--- config.mk ---
export PLATFORM = sky130hd
export DESIGN_NAME = bspm_power_manager_flat
export DESIGN_NICKNAME = d
export VERILOG_FILES = /design/src/rtl/bspm_pkg.sv /design/src/rtl/bspm_sleep_if.sv /design/src/rtl/bspm_power_manager.sv /design/src/flat_wrapper.sv
export VERILOG_INCLUDE_DIRS = /design/src /design/src/rtl
export SDC_FILE = /design/constraint.sdc
export NUM_CORES = 1
export LEC_CHECK = 0
export BUFFER_PORTS_ARGS = -buffer_cell sky130_fd_sc_hd__buf_2
export CAP_MARGIN = 20
export CORE_MARGIN = 2
export CORE_UTILIZATION = 40
export CTS_CLUSTER_DIAMETER = 200
export CTS_CLUSTER_SIZE = 10
export DETAILED_ROUTE_END_ITERATION = 16
export SLEW_MARGIN = 20
export SYNTH_ARGS = -nofsm -noshare
export SYNTH_HDL_FRONTEND = slang
export SYNTH_SLANG_ARGS = --single-unit
--- constraint.sdc ---
create_clock -name pclk -period 2.2 [get_ports pclk]
set_input_delay 0.66 -clock pclk [delete_from_list [all_inputs] [get_ports pclk]]
set_output_delay 0.66 -clock pclk [all_outputs]
set_load 0.02 [all_outputs]
--- src/rtl/bspm_map.svh ---
`ifndef BSPM_MAP_SVH
`define BSPM_MAP_SVH
// Contract
// - One sleep request per block, grouped per segment.
// - Blocks drive clock demand; manager watches for gating.
// - Demand falls synchronously, rises asynchronously on access.
// - Idle unrequested block gates its own clock.
// - Idle block sleeps at once on rising request.
// - Busy block finishes, drops demand within 1 ms.
// - Register access raises demand whatever the request.
// - Wake event blanks all sleep requests briefly.
// - Sleep needs all requested, no demand, sleep instruction.
// - Processor programs sleep state before sleep instruction.
// - Commanded by global bit or all per-block bits.
// - Simple blocks drop demand immediately on request.
// - Only enabled wake interrupts wake; others held off.
// - Light sleep gates domain, PLL stays locked.
// - Heavy sleep stops PLL; ring oscillator until relock.
// - Global sleep bit clears on any taken interrupt.
// - Debug access pseudo-wakes without touching sleep state.
// - Wake-only event clocks domain, requests stay, resleep.
// - Chip-select fall clocks only eSPI for cycle.
// - Test clock toggles running, stops when asleep.
// - Early-heavy bit 8 allows entry before PLL lock.

// Sizes.
`define BSPM_NSEG 2
`define BSPM_NBLK 4
`define BSPM_NB 8
`define BSPM_WO_W 16
`define BSPM_WO_ESPI_BIT 9

// Register offsets (byte addresses).
`define BSPM_OFF_CTRL 12'h000
`define BSPM_OFF_STATUS 12'h004
`define BSPM_OFF_SLEEP_EN 12'h030
`define BSPM_OFF_WO_EN 12'h040
`define BSPM_OFF_CLK_REQ 12'h050

// Control field positions.
`define BSPM_CTRL_HEAVY 0
`define BSPM_CTRL_ALL 3
`define BSPM_CTRL_EARLY 8

// Status field positions.
`define BSPM_ST_STATE 0
`define BSPM_ST_LOCK 4
`define BSPM_ST_RING 5

// Reset values.
`define BSPM_RST_SLEEP_EN 8'h00
`define BSPM_RST_WO_EN 16'h0000

// Timing counts.
`define BSPM_WAKE_BLANK_CYC 3'h2
`define BSPM_WO_SETTLE_CYC 3'h4
`define BSPM_CLK_PERIOD_PS 5000
`define BSPM_FINISH_LIMIT_NS 1000000
`define BSPM_FINISH_LIMIT_CYC ((`BSPM_FINISH_LIMIT_NS * 1000) / `BSPM_CLK_PERIOD_PS)

// Blocks that drop demand at once when asked to sleep.
`define BSPM_SIMPLE_MASK 8'h88
`endif

--- src/rtl/bspm_pkg.sv ---
package bspm_pkg;
  typedef enum logic [2:0] {
    BSPM_RUN,
    BSPM_SLEEP,
    BSPM_PSEUDO,
    BSPM_WONLY,
    BSPM_ESPI
  } bspm_state_t;

  typedef enum logic [1:0] {
    BSPM_BLK_ACTIVE,
    BSPM_BLK_DRAIN,
    BSPM_BLK_ASLEEP
  } bspm_blk_state_t;
endpackage

--- src/rtl/bspm_sleep_if.sv ---
`timescale 1ns/1ps
`include "bspm_map.svh"
interface bspm_sleep_if;
  // Per-block sleep requests, segment s block b at bit s*NBLK+b.
  logic [`BSPM_NB-1:0] sleep_req;
  // Per-block clock demands, same layout.
  logic [`BSPM_NB-1:0] clk_demand;

  modport pm (
    output sleep_req,
    input clk_demand
  );
  modport blk (
    input sleep_req,
    output clk_demand
  );
endinterface

--- src/rtl/bspm_power_manager.sv ---
// Design decisions made here: register access over APB and the placing of the registers.
`timescale 1ns/1ps
`include "bspm_map.svh"
module bspm_power_manager (
  // Clock and reset.
  input wire logic pclk,
  input wire logic presetn,
  // APB slave.
  input wire logic psel,
  input wire logic penable,
  input wire logic pwrite,
  input wire logic [11:0] paddr,
  input wire logic [31:0] pwdata,
  output logic [31:0] prdata,
  output logic pready,
  output logic pslverr,
  // Sleep handshake with the blocks.
  bspm_sleep_if.pm sif,
  // Processor and interrupt side, same clock.
  input wire logic cpu_sleep,
  input wire logic cpu_irq_taken,
  input wire logic wake_irq,
  input wire logic espi_irq,
  // Asynchronous pins and events.
  input wire logic pll_lock,
  input wire logic dbg_access,
  input wire logic [`BSPM_WO_W-1:0] wake_only_event_group,
  input wire logic espi_cs_n,
  // Clock controls.
  output logic dom_clk_en,
  output logic pll_en,
  output logic ring_osc_en,
  output logic espi_clk_en,
  output logic nonwake_irq_en,
  output logic test_clock_output
);

  // Synchroniser stages.
  logic [`BSPM_NB-1:0] dem_m, dem_s;
  logic [`BSPM_WO_W-1:0] wo_m, wo_s;
  logic lock_m, lock_s, dbg_m, dbg_s, cs_m, cs_s, cs_d;

  // Registers and state.
  logic heavy, sleep_all, early;
  logic [`BSPM_NB-1:0] sleep_en;
  logic [`BSPM_WO_W-1:0] wo_en;
  bspm_pkg::bspm_state_t state, next_state;
  logic [2:0] blank_cnt, settle_cnt;
  logic slept_heavy;

  // Decoded conditions.
  logic cmd_sleep, enter_ok, cs_fall, wo_hit, espi_hit, wr, rd, dom_on;

  // Two-flop synchronisers for every asynchronous input.
  always_ff @(posedge pclk or negedge presetn) begin
    if (!presetn) begin
      dem_m <= '0;
      dem_s <= '0;
      wo_m <= '0;
      wo_s <= '0;
      lock_m <= 1'b0;
      lock_s <= 1'b0;
      dbg_m <= 1'b0;
      dbg_s <= 1'b0;
      cs_m <= 1'b1;
      cs_s <= 1'b1;
      cs_d <= 1'b1;
    end else begin
      dem_m <= sif.clk_demand;
      dem_s <= dem_m;
      wo_m <= wake_only_event_group;
      wo_s <= wo_m;
      lock_m <= pll_lock;
      lock_s <= lock_m;
      dbg_m <= dbg_access;
      dbg_s <= dbg_m;
      cs_m <= espi_cs_n;
      cs_s <= cs_m;
      cs_d <= cs_s;
    end
  end

  // Entry, wake-only and chip-select decodes.
  assign cmd_sleep = sleep_all | (&sleep_en);
  assign enter_ok = cmd_sleep & ~(|dem_s) & cpu_sleep & (lock_s | (early & heavy));
  assign cs_fall = cs_d & ~cs_s;
  assign espi_hit = wo_en[`BSPM_WO_ESPI_BIT] & cs_fall;
  assign wo_hit = |(wo_s & wo_en);
  assign wr = psel & penable & pwrite;
  assign rd = psel & ~penable & ~pwrite;

  // Power state sequencing.
  always_comb begin
    next_state = state;
    unique case (state)
      bspm_pkg::BSPM_RUN: begin
        if (enter_ok) begin
          next_state = bspm_pkg::BSPM_SLEEP;
        end
      end
      bspm_pkg::BSPM_SLEEP: begin
        if (wake_irq) begin
          next_state = bspm_pkg::BSPM_RUN;
        end else if (dbg_s) begin
          next_state = bspm_pkg::BSPM_PSEUDO;
        end else if (espi_hit) begin
          next_state = bspm_pkg::BSPM_ESPI;
        end else if (wo_hit) begin
          next_state = bspm_pkg::BSPM_WONLY;
        end
      end
      bspm_pkg::BSPM_PSEUDO: begin
        if (wake_irq) begin
          next_state = bspm_pkg::BSPM_RUN;
        end else if (!dbg_s) begin
          next_state = bspm_pkg::BSPM_SLEEP;
        end
      end
      bspm_pkg::BSPM_WONLY: begin
        if (wake_irq) begin
          next_state = bspm_pkg::BSPM_RUN;
        end else if (settle_cnt == `BSPM_WO_SETTLE_CYC) begin
          next_state = bspm_pkg::BSPM_SLEEP;
        end
      end
      bspm_pkg::BSPM_ESPI: begin
        if (wake_irq || espi_irq) begin
          next_state = bspm_pkg::BSPM_RUN;
        end else if (cs_s) begin
          next_state = bspm_pkg::BSPM_SLEEP;
        end
      end
      default: next_state = bspm_pkg::BSPM_RUN;
    endcase
  end

  always_ff @(posedge pclk or negedge presetn) begin
    if (!presetn) begin
      state <= bspm_pkg::BSPM_RUN;
    end else begin
      state <= next_state;
    end
  end

  // Wake-only settle: counts quiet cycles with no demand from any block.
  always_ff @(posedge pclk or negedge presetn) begin
    if (!presetn) begin
      settle_cnt <= 3'h0;
    end else if (state != bspm_pkg::BSPM_WONLY || (|dem_s)) begin
      settle_cnt <= 3'h0;
    end else if (settle_cnt != `BSPM_WO_SETTLE_CYC) begin
      settle_cnt <= settle_cnt + 3'h1;
    end
  end

  // Brief blanking of all sleep requests on a real wake.
  always_ff @(posedge pclk or negedge presetn) begin
    if (!presetn) begin
      blank_cnt <= 3'h0;
    end else if (next_state == bspm_pkg::BSPM_RUN && state != bspm_pkg::BSPM_RUN) begin
      blank_cnt <= `BSPM_WAKE_BLANK_CYC;
    end else if (blank_cnt != 3'h0) begin
      blank_cnt <= blank_cnt - 3'h1;
    end
  end

  // Sleep request outputs, one per block per segment.
  always_ff @(posedge pclk or negedge presetn) begin
    if (!presetn) begin
      sif.sleep_req <= '0;
    end else if (blank_cnt != 3'h0 || (next_state == bspm_pkg::BSPM_RUN && state != bspm_pkg::BSPM_RUN)) begin
      sif.sleep_req <= '0;
    end else begin
      sif.sleep_req <= sleep_all ? {`BSPM_NB{1'b1}} : sleep_en;
    end
  end

  // Remembers a heavy-sleep entry until the PLL has relocked.
  always_ff @(posedge pclk or negedge presetn) begin
    if (!presetn) begin
      slept_heavy <= 1'b0;
    end else if (state == bspm_pkg::BSPM_RUN && next_state == bspm_pkg::BSPM_SLEEP) begin
      slept_heavy <= heavy;
    end else if (state == bspm_pkg::BSPM_RUN && lock_s) begin
      slept_heavy <= 1'b0;
    end
  end

  // Clock controls, registered from the next state.
  assign dom_on = next_state == bspm_pkg::BSPM_RUN || next_state == bspm_pkg::BSPM_PSEUDO ||
                  next_state == bspm_pkg::BSPM_WONLY;
  always_ff @(posedge pclk or negedge presetn) begin
    if (!presetn) begin
      dom_clk_en <= 1'b1;
      pll_en <= 1'b1;
      ring_osc_en <= 1'b0;
      espi_clk_en <= 1'b1;
      nonwake_irq_en <= 1'b1;
    end else begin
      dom_clk_en <= dom_on;
      pll_en <= next_state == bspm_pkg::BSPM_RUN || !(heavy || slept_heavy);
      ring_osc_en <= dom_on && !lock_s &&
                     (slept_heavy || (state == bspm_pkg::BSPM_RUN && next_state == bspm_pkg::BSPM_SLEEP && heavy));
      espi_clk_en <= dom_on || next_state == bspm_pkg::BSPM_ESPI;
      nonwake_irq_en <= next_state == bspm_pkg::BSPM_RUN;
    end
  end

  // Test clock toggles only while fully running.
  always_ff @(posedge pclk or negedge presetn) begin
    if (!presetn) begin
      test_clock_output <= 1'b0;
    end else if (next_state == bspm_pkg::BSPM_RUN) begin
      test_clock_output <= ~test_clock_output;
    end
  end

  // Control register; a write in the same cycle overrides the interrupt clear.
  always_ff @(posedge pclk or negedge presetn) begin
    if (!presetn) begin
      heavy <= 1'b0;
      sleep_all <= 1'b0;
      early <= 1'b0;
    end else if (wr && paddr == `BSPM_OFF_CTRL) begin
      heavy <= pwdata[`BSPM_CTRL_HEAVY];
      sleep_all <= pwdata[`BSPM_CTRL_ALL];
      early <= pwdata[`BSPM_CTRL_EARLY];
    end else if (cpu_irq_taken) begin
      sleep_all <= 1'b0;
    end
  end

  // Per-block sleep enables and wake-only enables.
  always_ff @(posedge pclk or negedge presetn) begin
    if (!presetn) begin
      sleep_en <= `BSPM_RST_SLEEP_EN;
      wo_en <= `BSPM_RST_WO_EN;
    end else if (wr && paddr == `BSPM_OFF_SLEEP_EN) begin
      sleep_en <= pwdata[`BSPM_NB-1:0];
    end else if (wr && paddr == `BSPM_OFF_WO_EN) begin
      wo_en <= pwdata[`BSPM_WO_W-1:0];
    end
  end

  // APB answer: read data and error captured in the setup cycle, no wait states.
  always_ff @(posedge pclk or negedge presetn) begin
    if (!presetn) begin
      prdata <= 32'h0000_0000;
      pslverr <= 1'b0;
      pready <= 1'b0;
    end else begin
      pready <= 1'b1;
      if (psel && !penable) begin
        pslverr <= !(paddr == `BSPM_OFF_CTRL || paddr == `BSPM_OFF_STATUS || paddr == `BSPM_OFF_SLEEP_EN ||
                     paddr == `BSPM_OFF_WO_EN || paddr == `BSPM_OFF_CLK_REQ);
      end
      if (rd) begin
        prdata <= 32'h0000_0000;
        unique case (paddr)
          `BSPM_OFF_CTRL: begin
            prdata[`BSPM_CTRL_HEAVY] <= heavy;
            prdata[`BSPM_CTRL_ALL] <= sleep_all;
            prdata[`BSPM_CTRL_EARLY] <= early;
          end
          `BSPM_OFF_STATUS: begin
            prdata[`BSPM_ST_STATE+2:`BSPM_ST_STATE] <= state;
            prdata[`BSPM_ST_LOCK] <= lock_s;
            prdata[`BSPM_ST_RING] <= ring_osc_en;
          end
          `BSPM_OFF_SLEEP_EN: prdata[`BSPM_NB-1:0] <= sleep_en;
          `BSPM_OFF_WO_EN: prdata[`BSPM_WO_W-1:0] <= wo_en;
          `BSPM_OFF_CLK_REQ: prdata[`BSPM_NB-1:0] <= dem_s;
          default: prdata <= 32'h0000_0000;
        endcase
      end
    end
  end

endmodule

--- src/flat_wrapper.sv ---
// flat-port wrapper written by rule: the top's interface ports become plain ports
module bspm_power_manager_flat 
  (pclk, presetn, psel, penable, pwrite, paddr, pwdata, prdata, pready, pslverr, cpu_sleep, cpu_irq_taken, wake_irq, espi_irq, pll_lock, dbg_access, wake_only_event_group, espi_cs_n, dom_clk_en, pll_en, ring_osc_en, espi_clk_en, nonwake_irq_en, test_clock_output, sif_sleep_req, sif_clk_demand);
  bspm_sleep_if sif_i ();
  input wire logic pclk;
  input wire logic presetn;
  input wire logic psel;
  input wire logic penable;
  input wire logic pwrite;
  input wire logic [11:0] paddr;
  input wire logic [31:0] pwdata;
  output logic [31:0] prdata;
  output logic pready;
  output logic pslverr;
  input wire logic cpu_sleep;
  input wire logic cpu_irq_taken;
  input wire logic wake_irq;
  input wire logic espi_irq;
  input wire logic pll_lock;
  input wire logic dbg_access;
  input wire logic [`BSPM_WO_W-1:0] wake_only_event_group;
  input wire logic espi_cs_n;
  output logic dom_clk_en;
  output logic pll_en;
  output logic ring_osc_en;
  output logic espi_clk_en;
  output logic nonwake_irq_en;
  output logic test_clock_output;
  output wire logic [$bits(sif_i.sleep_req)-1:0] sif_sleep_req;
  input wire logic [$bits(sif_i.clk_demand)-1:0] sif_clk_demand;
  assign sif_sleep_req = sif_i.sleep_req;
  assign sif_i.clk_demand = sif_clk_demand;
  bspm_power_manager u_core (.pclk(pclk), .presetn(presetn), .psel(psel), .penable(penable), .pwrite(pwrite), .paddr(paddr), .pwdata(pwdata), .prdata(prdata), .pready(pready), .pslverr(pslverr), .sif(sif_i), .cpu_sleep(cpu_sleep), .cpu_irq_taken(cpu_irq_taken), .wake_irq(wake_irq), .espi_irq(espi_irq), .pll_lock(pll_lock), .dbg_access(dbg_access), .wake_only_event_group(wake_only_event_group), .espi_cs_n(espi_cs_n), .dom_clk_en(dom_clk_en), .pll_en(pll_en), .ring_osc_en(ring_osc_en), .espi_clk_en(espi_clk_en), .nonwake_irq_en(nonwake_irq_en), .test_clock_output(test_clock_output));
endmodule
==> results.md <==
- Xor/xnor share of the synthesized area: 0.7307%
- Maxcap violations: 0
- Clock buffer depth: 2
- # rows: 39
- Crit path buf inv count: 1
- Most common cell after layout, fill and taps aside: dfrtp_1
- Most frequent cells in the layout: 117 x dfrtp_1, 94 x buf_2, 31 x nor2_1
- Die Y: 113.5 µm
- Max Slew Vio Count: 0
- Critical Path AT: 2.39 ns
- Setup violators final: 0
- Synth area leaders: dfrtp_1 61%, dfstp_2 3.8%, mux2_4 3.1%
- Critical path type: reg -> reg
- Clk root buf: clkbuf_16
- Post-DP HPWL: 7491 µm
- Post-synth ARST share: 100.0%
- Avg WL per Cell: 15.38 µm
- Mux contribution to synthesized area: 8.977%
- Synthesized cell area: 4795 µm²
- Worst setup EP type: flop
- Clk Latency, worst-skew pair: 0.41 ns
- Sequential fraction of the synthesis area: 64.90%
- Worst min path class: in -> async
- Outcome: complete, no violations
- Crit start category: flop
- Compound-Gate Fraction of Synth Area: 7.985%
- Worst-path cell chain: a22o_1, a221oi_1, nand4_1, a21o_1, nor3_1, buf_4, nor3_1
- Core Area: 11560 µm²
- Flop2flop setup slack: 0.08 ns
- Initial antenna violation count: 0
- H-tree depth: 4
- GPL Wtd Cong: 0.8228
- Io pins: 128
- Number of flops mapped to enable cells by yosys: 0
- DR WL met2: 4756 µm
- CP max FO: 11
- DRC: 0
- Number of synthesis warnings: 0
- Number of inserted diodes: 0
- CP dominant cell by count: nor3_1
- Critical Path Source: u_core.wo_en[3]$_DFFE_PN0P_
- Gr ovfl total: 0
- CTS clock-pin slew for the worst setup and hold paths: 0.06 ns
- Layout cells sized above 1: 38.40%
- Largest family of logic cells by synthesized area: simple AND/OR/NAND/NOR gates
- CTS Sinks: 124
- Die area: 12880 µm²
- Synth unique cells: 53
- First-pass GRT wire length: 16090 µm
- Number of global-route vias before repair: 3177
- CTS tree: yes
- First-pass iteration count of the detailed router: 4
- FF+latch count, synth: 124
- Setup_tns: 0 ns
- Max IR drop VDD: 0.0006096 V
- Post-Synth Simple-Gate Area: 11.80%
- Hold Vio Cnt, Final: 0
- Total GRT Usage: 16.60%
- Post-Synth Adder-Cell Area: 1.044%
- Total power: 5.556 mW
- Hold-fix buffers, CTS: 0
- Share of the synthesized area in the top cell type: 61.06%
- Area delta synth->final: 29.10%
- Worst EP required: 2.47 ns
- Routed wl met3: 490 µm
- Synth Instances: 363
- Top FF cell, synth: dfrtp_1
- Fill count: 992
- Largest net degree at the start of global routing: 45
- Total number of vias: 3127
- R2R Path Start: u_core.wo_en[3]$_DFFE_PN0P_
- Vias/cell: 4.863
- First-iteration detailed-routing DRC count: 129
- Die Span X: 113.5 µm
- Cell Pwr Density: 897.7 nW/µm²
- Yosys top cell by area: dfrtp_1
- Starting density of the core: 41.46%
- IO buf count: 95
- Register Area: 3112 µm²
- RR Endpoint: u_core.sif.sleep_req[6]$_DFF_PN0_
- Avg Cell Area, Syn: 13.21 µm²
- Critical path's largest stage delay: 0.40 ns
- Cts bufs inserted: 17
- Multi-input gate area: 1543 µm²
- Min cycle time layout: 2.117 ns
- Max Clk Rate: 0.4725 GHz
- FF-to-FF path depth: 7
- Delay-heaviest family, CP: compound AO/OA/AOI/OAI gates
- PostCTS Resize Cnt: 0
- Detail Route Antenna Nets: 0
- Routed wire length: 9891 µm
- M1 wire length: 4507 µm
- Pleak: 3.094 nW
- Post-CTS Setup Bufs: 0
- Period utilization: 96.21%
- Slowest cell on the critical path: dfrtp_1
- Unrepaired setup endpoints after global routing: false
- Top layer reached by signal wires: met4
- Nets: 571
- Clock Skews: 0.005999 ns
-- synth_stat cells (6+ instances only) --
master / count
nand2b_1: 8
mux2i_1: 10
mux2_4: 10
mux2_2: 11
dfrtp_1: 117
nor2_1: 31
clkbuf_1: 6
dfstp_2: 7
nand3_1: 6
a21oi_1: 8
a22o_1: 12
inv_1: 7
nor3_1: 13
o21ai_1: 8
nand2_1: 21
a221oi_1: 8
buf_4: 17
-- flip-flops by register name, indices dropped and copies added, names as in the netlist, 3 cells and up --
register / flops
u_core.prdata: 16
u_core.wo_en: 16
u_core.wo_m: 16
u_core.wo_s: 16
u_core.dem_m: 8
u_core.dem_s: 8
u_core.sif.sleep_req: 8
u_core.sleep_en: 8
u_core.blank_cnt: 3
u_core.settle_cnt: 3
u_core.state: 3
-- power by group --
| group | leakage, nW | internal (mW) | total [mW] | switching (mW) |
|---|---|---|---|---|
| clock | 0.293 | 1.75 | 2.78 | 1.03 |
| combinational | 1.23 | 0.138 | 0.353 | 0.215 |
| sequential | 1.57 | 2.38 | 2.42 | 0.0457 |
| total | 3.09 | 4.27 | 5.56 | 1.29 |
-- routing by layer --
layer / vias to the layer above / track usage (%)
li1: 1491 / -
met5: - / 0
met4: 0 / 6.179
met3: 13 / 5.048
met2: 92 / 26.31
met1: 1531 / 21.72
-- worst reg2reg max path: stages (launching register included) --
cell and delay, ns:
dfrtp_1 0.40, a22o_1 0.22, a221oi_1 0.36, nand4_1 0.23
a21o_1 0.27, nor3_1 0.22, buf_4 0.20, nor3_1 0.08
-- final cells by class --
cell class	instances	area share, %
sequential	124	50.27
multi-input combinational	218	24.92
timing repair buffer	119	11.64
clock buffer	19	7.318
tap	143	2.891
clock inverter	13	2.527
inverter	7	0.4245
-- logic make-up after synthesis --
logic type,Yosys count
other,2
AO/OA/AOI/OAI,53
XOR/XNOR,4
AND/OR/NAND/NOR,104
adder cells (fa/ha/maj),4
multiplexers,36
flip-flops,124
buffers and inverters,36
-- metrics by stage --
step                      hold WS, ns  setup slack, ns  utilization, %  std cells  area [µm²]
after floorplan                0.3312          -0.1867               -        378        4862
after global placement         0.3334          -0.3034           48.19        611        5573
after detailed placement       0.3347          -0.3058           48.19        611        5573
after CTS                      0.1329           0.1098           53.46        643        6182
after global routing           0.1380         0.008336           53.52        643        6190
final                          0.1353          0.08339           53.52        643        6190
-- worst max-delay path by stage --
stage                                                   end  slack (ns)  depth (start not counted)
after floorplan              u_core.sleep_en[0]$_DFFE_PN0P_       -0.19                          5
after global placement         u_core.prdata[0]$_DFFE_PN0P_       -0.30                          6
after detailed placement       u_core.prdata[0]$_DFFE_PN0P_       -0.31                          6
after CTS                 u_core.sif.sleep_req[3]$_DFF_PN0_        0.11                          7
after global routing           u_core.prdata[0]$_DFFE_PN0P_       0.008                          6
final                     u_core.sif.sleep_req[6]$_DFF_PN0_        0.08                          7
No activity file was read; power rests on OpenSTA's default activity.
